[config.mk]
export PLATFORM = sky130hd
export DESIGN_NAME = ifss_top
export DESIGN_NICKNAME = d
export VERILOG_FILES = /design/src/ifss_pkg.sv /design/src/ifss_top.sv
export SDC_FILE = /design/constraint.sdc
export NUM_CORES = 1
export LEC_CHECK = 0
export ABC_CLOCK_PERIOD_IN_PS = 18920
export CAP_MARGIN = 0
export CORE_UTILIZATION = 55
export CTS_CLUSTER_DIAMETER = 60
export DETAILED_ROUTE_END_ITERATION = 10
export DONT_BUFFER_PORTS = 1
export PLACE_DENSITY = 0.75
export SYNTH_ARGS = -nofsm -noshare
export SYNTH_HDL_FRONTEND = slang
export SYNTH_SLANG_ARGS = --single-unit
[constraint.sdc]
create_clock -name clk -period 18.92 [get_ports clk]
set_input_delay 2.838 -clock clk [delete_from_list [all_inputs] [get_ports clk]]
set_output_delay 2.838 -clock clk [all_outputs]
set_load 0.01 [all_outputs]
[src/ifss_pkg.sv]
//////////////////////////////////////////////////////////////////////////////
//////////////////////////////////////////////////////////////////////////////
package ifss_pkg;
  // Timing
  localparam int CLK_PERIOD_NS = 4;
  localparam int MS_NS         = 1000000;
  localparam int MS_CYCLES     = (MS_NS + CLK_PERIOD_NS - 1) / CLK_PERIOD_NS;
  localparam logic [15:0] RETRY_UNIT_MS = 16'h000a;
  // Command codes
  localparam logic [7:0] CMD_CLEAR_FAULTS = 8'h03;
  localparam logic [7:0] CMD_OV_WARN      = 8'h57;
  localparam logic [7:0] CMD_UV_WARN      = 8'h58;
  localparam logic [7:0] CMD_UV_FAULT     = 8'h59;
  localparam logic [7:0] CMD_UV_ACTION    = 8'h5a;
  localparam logic [7:0] CMD_PG_ON        = 8'h5e;
  localparam logic [7:0] CMD_TURN_ON_DELAY_TIME    = 8'h60;
  localparam logic [7:0] CMD_TON_RAMP     = 8'h61;
  localparam logic [7:0] CMD_TURN_OFF_DELAY_TIME   = 8'h64;
  localparam logic [7:0] CMD_TOFF_RAMP    = 8'h65;
  localparam logic [7:0] CMD_SUMMARY      = 8'h78;
  localparam logic [7:0] CMD_STATUS_WORD  = 8'h79;
  // Reset values
  localparam logic [15:0] RST_OV_WARN  = 16'hd34d;
  localparam logic [15:0] RST_UV_WARN  = 16'hca30;
  localparam logic [15:0] RST_UV_FAULT = 16'hca00;
  localparam logic [7:0]  RST_ACTION   = 8'h80;
  localparam logic [15:0] RST_DELAY    = 16'hca80;
  localparam logic [15:0] RST_RAMP     = 16'hd280;
  // Fault action fields and codes
  localparam int RESP_HI = 7, RESP_LO = 6, RETRY_HI = 5, RETRY_LO = 3, TIME_HI = 2, TIME_LO = 0;
  localparam logic [1:0] RESP_IGNORE = 2'h0, RESP_DELAY = 2'h1, RESP_NOW = 2'h2, RESP_HOLD = 2'h3;
  localparam logic [2:0] RETRY_NONE = 3'h0, RETRY_FOREVER = 3'h7;
  // Summary and status word bits, power-good ratio
  localparam int SB_BUSY = 7, SB_OFF = 6, SB_VOUT_OV = 5, SB_IOUT_OC = 4;
  localparam int SB_VIN_UV = 3, SB_TEMP = 2, SB_CML = 1, SB_UNLISTED = 0;
  localparam int SW_INPUT = 13, SW_PG_N = 11;
  localparam int PG_NUM = 9, PG_DEN = 10;

  typedef enum logic [3:0] {
    S_OFF, S_ON_DELAY, S_RISING, S_ON, S_OFF_DELAY, S_FALLING,
    S_FAULT_DELAY, S_RETRY_WAIT, S_HOLD_OFF, S_LATCHED
  } ifss_state_t;

  typedef struct packed {
    logic        valid;
    logic        write;
    logic [7:0]  code;
    logic [15:0] data;
  } ifss_cmd_t;

  typedef struct packed {
    logic        valid;
    logic        error;
    logic [15:0] data;
  } ifss_rsp_t;

  typedef struct packed {
    ifss_state_t state;
    logic [17:0] pre;
    logic [15:0] msCnt;
    logic [15:0] ovWarnLim;
    logic [15:0] uvWarnLim;
    logic [15:0] uvFaultLim;
    logic [7:0]  uvAction;
    logic [15:0] pgOn;
    logic [15:0] tonDly;
    logic [15:0] tonRamp;
    logic [15:0] toffDly;
    logic [15:0] toffRamp;
    logic        strapDone;
    logic [2:0]  retriesLeft;
    logic        uvActive;
    logic [7:0]  flags;
    logic [1:0]  inWarn;
    logic        railOn;
    logic        rampUp;
    logic        rampDown;
    logic        powerGood;
    logic        alert;
    ifss_rsp_t   rsp;
  } ifss_st_t;
endpackage

[src/ifss_top.sv]
`timescale 1ns/10ps
module ifss_top import ifss_pkg::*; #(
  parameter int MS_CYCLES_P = MS_CYCLES
) (
  // Clock and reset
  input  wire logic        clk,
  input  wire logic        rst_n,
  // Command port
  input  wire ifss_cmd_t   cmd,
  output ifss_rsp_t        rsp,
  // Measurements and strap
  input  wire logic [15:0] vinMeas,
  input  wire logic [15:0] voutMeas,
  input  wire logic [15:0] outUvFaultThreshold,
  input  wire logic [15:0] voutStrap,
  // Enable and other fault sources
  input  wire logic        runEnable,
  input  wire logic        busyFault,
  input  wire logic        voutOvFault,
  input  wire logic        ioutOcFault,
  input  wire logic        tempFault,
  input  wire logic        cmlFault,
  // Rail control and status
  output logic             railOn,
  output logic             rampUp,
  output logic             rampDown,
  output logic             powerGood,
  output logic             alert
);

  //////////////////////////////////////////////////////////////////////////
  // Helpers

  // Linear 11-bit word to signed fixed point with 16 fraction bits
  function automatic logic signed [47:0] l11ToFix(input logic [15:0] w);
    logic signed [47:0] m;
    logic [5:0]         sh;
    m  = 48'(signed'(w[10:0]));
    sh = {w[15], w[15:11]} + 6'h10;
    return m <<< sh;
  endfunction

  // Linear 11-bit time in ms to whole ms, saturated
  function automatic logic [15:0] l11ToMs(input logic [15:0] w);
    logic signed [47:0] f;
    f = l11ToFix(w);
    if (f < 0) return 16'h0000;
    if (f[47:32] != 16'h0000) return 16'hffff;
    return f[31:16];
  endfunction

  // Critical fault summary byte
  function automatic logic [7:0] summaryOf(input ifss_st_t s);
    logic [7:0] b;
    b = s.flags;
    b[SB_OFF] = !s.railOn;
    return b;
  endfunction

  ifss_st_t           st_q, st_d;
  logic               tick, clr, trig, resumeOk;
  logic signed [47:0] vinF;
  logic               ovEvt, uvwEvt, uvfEvt;
  logic [7:0]         evt, kept;
  logic [1:0]         respCode;
  logic [2:0]         retryCfg;
  logic [15:0]        retryMs, stWord;
  ifss_state_t        afterOff;

  //////////////////////////////////////////////////////////////////////////
  // Next-state logic
  always_comb begin
    st_d = st_q;
    st_d.rsp.valid = 1'b0;
    st_d.rsp.error = 1'b0;
    // Millisecond prescaler
    tick = (st_q.pre == 18'(MS_CYCLES_P - 1));
    st_d.pre = tick ? 18'h0 : st_q.pre + 18'h1;
    // Power-good threshold defaults to nine tenths of the strap
    if (!st_q.strapDone) begin
      st_d.pgOn = 16'((32'(voutStrap) * PG_NUM) / PG_DEN);
      st_d.strapDone = 1'b1;
    end
    // Input voltage comparisons
    vinF   = l11ToFix(vinMeas);
    ovEvt  = vinF > l11ToFix(st_q.ovWarnLim);
    uvwEvt = vinF < l11ToFix(st_q.uvWarnLim);
    uvfEvt = vinF < l11ToFix(st_q.uvFaultLim);
    // Fault with hysteresis up to the warning limit
    if (uvfEvt) begin
      st_d.uvActive = 1'b1;
    end else if (vinF > l11ToFix(st_q.uvWarnLim)) begin
      st_d.uvActive = 1'b0;
    end
    // Event vector in summary layout
    evt = 8'h00;
    evt[SB_BUSY]     = busyFault;
    evt[SB_VOUT_OV]  = voutOvFault;
    evt[SB_IOUT_OC]  = ioutOcFault;
    evt[SB_VIN_UV]   = uvfEvt;
    evt[SB_TEMP]     = tempFault;
    evt[SB_CML]      = cmlFault;
    evt[SB_UNLISTED] = ovEvt | uvwEvt;
    stWord = 16'h0000;
    stWord[7:0] = summaryOf(st_q);
    stWord[SW_INPUT] = st_q.flags[SB_VIN_UV] | (|st_q.inWarn);
    stWord[SW_PG_N]  = !st_q.powerGood;
    // Command port
    clr = 1'b0;
    if (cmd.valid) begin
      st_d.rsp.valid = 1'b1;
      st_d.rsp.data  = 16'h0000;
      if (cmd.write) begin
        case (cmd.code)
          CMD_CLEAR_FAULTS: clr = 1'b1;
          CMD_OV_WARN:      st_d.ovWarnLim = cmd.data;
          CMD_UV_WARN:      st_d.uvWarnLim = cmd.data;
          CMD_UV_FAULT:     st_d.uvFaultLim = cmd.data;
          CMD_UV_ACTION:    st_d.uvAction = cmd.data[7:0];
          CMD_PG_ON:        st_d.pgOn = cmd.data;
          CMD_TURN_ON_DELAY_TIME:    st_d.tonDly = cmd.data;
          CMD_TON_RAMP:     st_d.tonRamp = cmd.data;
          CMD_TURN_OFF_DELAY_TIME:   st_d.toffDly = cmd.data;
          CMD_TOFF_RAMP:    st_d.toffRamp = cmd.data;
          default: begin
            // Read-only or unknown code
            st_d.rsp.error = 1'b1;
            evt[SB_CML] = 1'b1;
          end
        endcase
      end else begin
        case (cmd.code)
          CMD_OV_WARN:     st_d.rsp.data = st_q.ovWarnLim;
          CMD_UV_WARN:     st_d.rsp.data = st_q.uvWarnLim;
          CMD_UV_FAULT:    st_d.rsp.data = st_q.uvFaultLim;
          CMD_UV_ACTION:   st_d.rsp.data = {8'h00, st_q.uvAction};
          CMD_PG_ON:       st_d.rsp.data = st_q.pgOn;
          CMD_TURN_ON_DELAY_TIME:   st_d.rsp.data = st_q.tonDly;
          CMD_TON_RAMP:    st_d.rsp.data = st_q.tonRamp;
          CMD_TURN_OFF_DELAY_TIME:  st_d.rsp.data = st_q.toffDly;
          CMD_TOFF_RAMP:   st_d.rsp.data = st_q.toffRamp;
          CMD_SUMMARY:     st_d.rsp.data = {8'h00, summaryOf(st_q)};
          CMD_STATUS_WORD: st_d.rsp.data = stWord;
          default: begin
            st_d.rsp.error = 1'b1;
            evt[SB_CML] = 1'b1;
          end
        endcase
      end
    end
    // Sticky flags: a set in the clearing cycle wins
    kept = clr ? 8'h00 : st_q.flags;
    st_d.flags  = kept | evt;
    st_d.flags[SB_OFF] = 1'b0;
    st_d.inWarn = (clr ? 2'b00 : st_q.inWarn) | {ovEvt, uvwEvt};
    st_d.alert  = (st_q.alert & !clr) | (|(evt & ~kept));
    // Fault response decode
    respCode = st_q.uvAction[RESP_HI:RESP_LO];
    retryCfg = st_q.uvAction[RETRY_HI:RETRY_LO];
    retryMs  = 16'(st_q.uvAction[TIME_HI:TIME_LO]) * RETRY_UNIT_MS;
    trig     = st_q.uvActive && (respCode != RESP_IGNORE);
    resumeOk = (retryCfg == RETRY_FOREVER) || (st_q.retriesLeft != 3'h0);
    afterOff = ((retryCfg != RETRY_NONE) && resumeOk) ? S_RETRY_WAIT : S_LATCHED;
    // Sequencer
    case (st_q.state)
      S_OFF: begin
        if (runEnable) begin
          st_d.state = S_ON_DELAY;
          st_d.retriesLeft = retryCfg;
        end
      end
      S_ON_DELAY, S_RISING, S_ON: begin
        if (!runEnable) begin
          st_d.state = (st_q.state == S_ON_DELAY) ? S_OFF : S_OFF_DELAY;
        end else if (trig) begin
          case (respCode)
            RESP_DELAY: st_d.state = S_FAULT_DELAY;
            RESP_NOW:   st_d.state = afterOff;
            default:    st_d.state = S_HOLD_OFF;
          endcase
        end else if (st_q.state == S_ON_DELAY) begin
          if (st_q.msCnt >= l11ToMs(st_q.tonDly)) st_d.state = S_RISING;
        end else if (st_q.state == S_RISING) begin
          if (st_q.msCnt >= l11ToMs(st_q.tonRamp)) st_d.state = S_ON;
        end
      end
      S_FAULT_DELAY: begin
        if (!runEnable) begin
          st_d.state = S_OFF_DELAY;
        end else if (st_q.msCnt >= retryMs) begin
          st_d.state = afterOff;
        end
      end
      S_RETRY_WAIT: begin
        if (!runEnable) begin
          st_d.state = S_OFF;
        end else if (st_q.msCnt >= retryMs) begin
          // Restart without looking at the fault
          st_d.state = S_ON_DELAY;
          if (retryCfg != RETRY_FOREVER) st_d.retriesLeft = st_q.retriesLeft - 3'h1;
        end
      end
      S_HOLD_OFF: begin
        if (!runEnable) st_d.state = S_OFF;
        else if (!st_q.uvActive) st_d.state = S_ON_DELAY;
      end
      S_LATCHED: begin
        if (!runEnable) st_d.state = S_OFF;
      end
      S_OFF_DELAY: begin
        if (st_q.msCnt >= l11ToMs(st_q.toffDly)) st_d.state = S_FALLING;
      end
      S_FALLING: begin
        if (st_q.msCnt >= l11ToMs(st_q.toffRamp)) st_d.state = S_OFF;
      end
      default: st_d.state = S_OFF;
    endcase
    // Time spent in the current state
    if (st_d.state != st_q.state) st_d.msCnt = 16'h0000;
    else if (tick && st_q.msCnt != 16'hffff) st_d.msCnt = st_q.msCnt + 16'h0001;
    // Rail outputs follow the next state
    st_d.railOn   = (st_d.state == S_RISING) || (st_d.state == S_ON) ||
                    (st_d.state == S_OFF_DELAY) || (st_d.state == S_FALLING) ||
                    (st_d.state == S_FAULT_DELAY); // Rail keeps running while delaying
    st_d.rampUp   = (st_d.state == S_RISING);
    st_d.rampDown = (st_d.state == S_FALLING);
    // Power good with hysteresis
    if (!st_d.railOn || voutMeas < outUvFaultThreshold) st_d.powerGood = 1'b0;
    else if (voutMeas > st_q.pgOn) st_d.powerGood = 1'b1;
  end

  //////////////////////////////////////////////////////////////////////////
  // State register
  always_ff @(posedge clk) begin
    if (!rst_n) begin
      st_q            <= '0;
      st_q.state      <= S_OFF;
      st_q.ovWarnLim  <= RST_OV_WARN;
      st_q.uvWarnLim  <= RST_UV_WARN;
      st_q.uvFaultLim <= RST_UV_FAULT;
      st_q.uvAction   <= RST_ACTION;
      st_q.tonDly     <= RST_DELAY;
      st_q.tonRamp    <= RST_RAMP;
      st_q.toffDly    <= RST_DELAY;
      st_q.toffRamp   <= RST_RAMP;
    end else begin
      st_q <= st_d;
    end
  end

  // Outputs straight from the state register
  assign rsp       = st_q.rsp;
  assign railOn    = st_q.railOn;
  assign rampUp    = st_q.rampUp;
  assign rampDown  = st_q.rampDown;
  assign powerGood = st_q.powerGood;
  assign alert     = st_q.alert;
endmodule // ifss_top

# After elaboration in Yosys (flattened, before gate mapping)
# Index checks and enable logic that the tools add are counted.
# totals
reg_bits	212
inputBits	98
output_inout_bits	23
elab_cells	264
# classes
add_sub_neg	11
mul	2
n_div	1
n_lt_le_gt_ge	15
n_eq_ne	37
shifts	8
n_mux	114
n_bitwise	9
reduce_logical	41
# op_table
op	n
2-to-1 mux 16 bit	34
<<< shifter 11 x 6 -> 48 bit	8
less-than comparator 48 x 1 -> 1 bit (second input constant)	4
case mux 16 bit (11 select lines)	1
2-to-1 mux 80 bit	2
greater-than comparator 48 bit	2
less-than comparator 48 bit	2
equality test 8 x 7 -> 1 bit (second input constant)	11
2-to-1 mux 4 bit	17
greater-or-equal comparator 16 bit	4
nonzero test 16 bit	4
adder 6 x 5 -> 6 bit (second input constant)	8
2-to-1 mux 1 bit	48
2-to-1 mux 38 bit	1
divider 20 x 4 -> 32 bit (second input constant)	1
case mux 4 bit (8 select lines)	1
equality test 4 x 3 -> 1 bit (second input constant)	7
AND reduction 3 bit	8
multiplier 16 x 4 -> 20 bit (second input constant)	1
adder 18 x 1 -> 18 bit (second input constant)	1
equality test 18 bit (second input constant)	1
2-to-1 mux 18 bit	1
adder 16 x 1 -> 16 bit (second input constant)	1
equality test 4 x 2 -> 1 bit (second input constant)	4
40 further kinds	66

# Logic depth before layout (Yosys ltp)
# logic_depth
word_depth	38
mapped_depth	41
depth_no_buf	39

# Worst setup path after synthesis
# OpenSTA, ideal clock, no wires.
# synth_path
path_kind	in2reg
from	input port voutStrap[1]
to	register st_q[102] in the netlist's numbering
setup_ps	68
arrival_time_ps	9355
slack_ps	9496
path_stages	27
path_buffers	0
path_cell_list	ha_1 ha_1 fa_1 a21oi_1 nand4b_4 a21o_2 nand2_1 a311oi_2 nand3_1 mux2_4 o221ai_4 mux2i_1 a21oi_2 a31o_4 a221oi_2 o31ai_1 a32oi_1 a31oi_1 nor2_2 mux2_2 a211o_1 a2111oi_4 nor2_2 and4_1 o41a_1 o21ai_2 o2bb2ai_2
# synth_via
elab_chain_cells	6
# synth_lines
item	line_no	source
start, declared	ifss_top.sv:15	input wire logic [15:0] voutStrap,
multiplier 16 x 4 -> 20 bit *	ifss_top.sv:81	st_d.pgOn = 16'((32'(voutStrap) * PG_NUM) / PG_DEN);
divider 20 x 4 -> 32 bit *	ifss_top.sv:81	
2-to-1 mux 16 bit *	ifss_top.sv:80	if (!st_q.strapDone) begin
2-to-1 mux 16 bit	ifss_top.sv:114	case (cmd.code)
2-to-1 mux 80 bit	ifss_top.sv:113	if (cmd.write) begin
2-to-1 mux 80 bit *	ifss_top.sv:110	if (cmd.valid) begin
end signal, assigned	ifss_top.sv:247	st_q <= st_d;
end, declared	ifss_top.sv:60	ifss_st_t st_q, st_d;
# Every way passes the cells marked *; elsewhere a longest branch is shown, timed or not.
# A chain may end at the register's enable or synchronous reset.

# Final worst setup path
# layout_path
from	input port voutStrap[7]
to	register st_q[102] in the netlist's numbering
# The elaborated chain is that of the path after synthesis.

==> out/metrics.yaml <==
postCtsSetupRepairBufs: 0
port-buffer-count: 0
pwr-share-clk_pct: 26.6
slew_violations: 0
critPathArrivalTime_ns: 10.98
place_area_um2: 24500
ys_types: 137
cts_buffers: 29
cts_hold_buf: 0
cp_max_fo: 15
gr-usage-all-layers_pct: 34.60
root_buffer: "clkbuf_16"
grt-ovfl-total: 0
swShare_pct: 43.14
max-vdd-ir-drop_v: 0.0001243
core_um2: 44320
dp_hpwl_um: 62000
path_class: "in2reg"
first_pass_iters: 6
p_leak_nw: 10.43
initial_core_util_pct: 55.81
register_area_um2: 4224
ys_seq_elements: 211
rsz0062_at_grt: "false"
via_count: 25380
required_ns: 19.37
synth_edf_count: 0
min_from: "st_q[190]"
regToRegSetupSlack_ns: 9.95
hold_depth: 1
cts_tree: "done"
grt_max_degree: 69
io_pins: 121
relSlewSlack_pct: 11.69
power_switching_mw: 0.9066
p_seq_share_pct: 22.7
critPathCaptureType: "register"
grt_pass1_vias: 23730
yosys_most_used_dff: "dfxtp_1"
drt_iter0_drc: 3081
place_congestion: 0.9928
syn_area_per_cell_um2: 7.309
final_antenna_net_count: 0
die_w_um: 214.1
dp_slack_ns: 8.016
layout_commonest_cell: "nand2_1"
p_total_mw: 2.101
final_util_pct: 57.51
async_flop_share_pct: 0
period_needed_ns: 10.53
nNetsFinal: 3546
r2r-start: "st_q[82]"
postSynthCellCount: 3384
layout_common_cells: "471 x nand2_1, 337 x a21oi_1, 313 x nor2_1, 262 x ha_1, 220 x o21ai_0"
ctsResizeCount: 0
ys_seq_area_share_pct: 17.08
layout-drive-gt1-share_pct: 6.769
reg2reg_to: "st_q[182]"
grt_pass1_wl_um: 129400
tightest_slew_ns: 1.313
vias_per_cell: 6.682
fin_crit_sh_pct: 55.64
combPwrFrac_pct: 50.6
wl_um: 82030
htreeDepth: 1
syn_nets: 3745
maxCapViolCount: 0
finalHoldViolations: 0
die_h_um: 214.1
drc_errors: 0
clock_path_buffers: 3
start_kind: "input port"
hold_path_class: "reg2reg"
p_int_mw: 1.195
final_area_um2: 25490
status: "finished, final reports clean"
syn-cell-area_um2: 24730
power_density_nw_per_um2: 82.45
clk_latency_ns: 0.58
rows: 77
die_area_um2: 45820
finClkSkew_ns: 0.01727
cts_sinks: 211
clk_pin_slew_ns: 0.06
routedWlPerCell_um: 21.59
worst_slack_ns: 8.392
holdPathEnd: "st_q[190]"
fin_setup_tns_ns: 0
syn_to_final_growth_pct: 3.056
num-fill-cells: 4109
setup_viol: 0
ff2ff_path_depth: 37
yosysWarnings: 0
multiInputGateArea_um2: 19020
antenna_found_initial: 2
max_freq_ghz: 0.09499
[area by class of cell]
cell class | count | share of cell area, %
Sequential cell | 211 | 16.57
Clock buffer | 36 | 3.107
Antenna cell | 1 | 0.009818
Clock inverter | 16 | 0.7756
Tap cell | 592 | 2.906
Inverter | 95 | 1.409
Timing Repair Buffer | 20 | 0.5891
Multi-Input combinational cell | 2828 | 74.63
[per-layer routing]
layer | GRT usage (%) | wire (um)
met5 | 0 | 0
met3 | 6.142 | 8298
met4 | 13.43 | 3427
met1 | 46.36 | 34360
met2 | 55.10 | 35940
[critical path, cell delays in order]
cell and delay, ns:
ha_1 0.28, ha_1 0.42, a2111oi_2 0.44, o21ai_1 0.17
a211oi_2 0.32, a311o_1 0.60, o21ai_1 0.19, a311oi_1 0.39
or2_0 0.33, mux2i_1 0.23, a21oi_2 0.44, a211oi_1 0.18
o311ai_4 0.37, nand4_2 0.23, nand3_1 0.23, nor2_1 0.07
o31a_2 0.38, o31ai_2 0.80, mux2i_1 0.29, a31oi_1 0.08
o32ai_2 0.88, or2b_1 0.29, o311ai_1 0.12, nor3_1 0.28
o2bb2ai_2 0.09
[how the worst max path moves through the flow]
stage / startpoint / to / slack, ns / cells past startpoint
final: voutStrap[7] / st_q[102] / 8.39 / 25
after global routing: voutStrap[9] / st_q[102] / 7.89 / 25
after CTS: voutStrap[7] / st_q[102] / 8.60 / 25
after detailed placement: voutStrap[7] / st_q[102] / 8.02 / 25
after global placement: voutStrap[7] / st_q[102] / 8.17 / 25
after floorplan: voutStrap[1] / st_q[102] / 9.50 / 27
[registers in the layout, indices dropped and copies added (netlist names)]
| signal | cells |
|---|---|
| alert | 1 |
| powerGood | 1 |
| railOn | 1 |
| rampDown | 1 |
| rampUp | 1 |
| respCode | 2 |
| retryCfg | 3 |
| rsp | 18 |
| stWord | 7 |
| st_q | 176 |
[Yosys cell counts (all sizes together) (7+ instances only)]
cell | instances | share of area, %
nand2 | 471 | 7.1
a21oi | 341 | 7.0
nor2 | 316 | 4.8
ha | 262 | 13
o21ai | 232 | 4.7
dfxtp | 211 | 17
clkbuf | 180 | 2.8
mux2i | 179 | 7.2
inv | 91 | 1.4
nand3 | 87 | 1.8
nand2b | 85 | 2.2
nor2b | 79 | 2.0
a21o | 78 | 2.4
buf | 68 | 1.8
nand4 | 54 | 1.4
nor3 | 48 | 1.0
o211ai | 43 | 1.4
a211oi | 40 | 1.4
o22ai | 37 | 0.94
a22oi | 35 | 1.1
mux2 | 35 | 1.6
xnor2 | 34 | 1.2
o21a | 27 | 0.82
mux4 | 24 | 2.2
and3 | 22 | 0.59
xor2 | 21 | 0.74
a221oi | 19 | 0.70
and2 | 16 | 0.42
nor4 | 15 | 0.40
or2 | 15 | 0.38
o31ai | 14 | 0.45
a31oi | 13 | 0.33
a211o | 12 | 0.42
a22o | 10 | 0.36
nor3b | 10 | 0.32
o31a | 10 | 0.36
o311ai | 9 | 0.42
o32ai | 9 | 0.38
and4 | 7 | 0.26
or3 | 7 | 0.18
[stage by stage]
stage,cells,hold WS [ns]
global route,3799,0.4896
global placement,3746,0.4453
floorplan,3384,0.4258
finish,3799,0.4648
CTS,3798,0.4710
detailed placement,3746,0.4583
[logic make-up after synthesis]
logic type	after synthesis	share of synthesized area [%]
buf+inv	345	6.106
compound gates	1009	26.47
mux	238	11.05
simple gates	1259	23.84
fa+ha+maj	267	13.50
xor+xnor	55	1.948
flops	211	17.08
[power groups by stage]
stage,Sequential (mW),Combinational (mW),Clock [mW]
global placement,0.485,1.01,0
CTS,0.477,1.04,0.563
global route,0.478,1.14,0.582
detailed placement,0.486,1.03,0
floorplan,0.477,0.860,0
finish,0.478,1.06,0.559
Power figures use the tool's default switching activity.
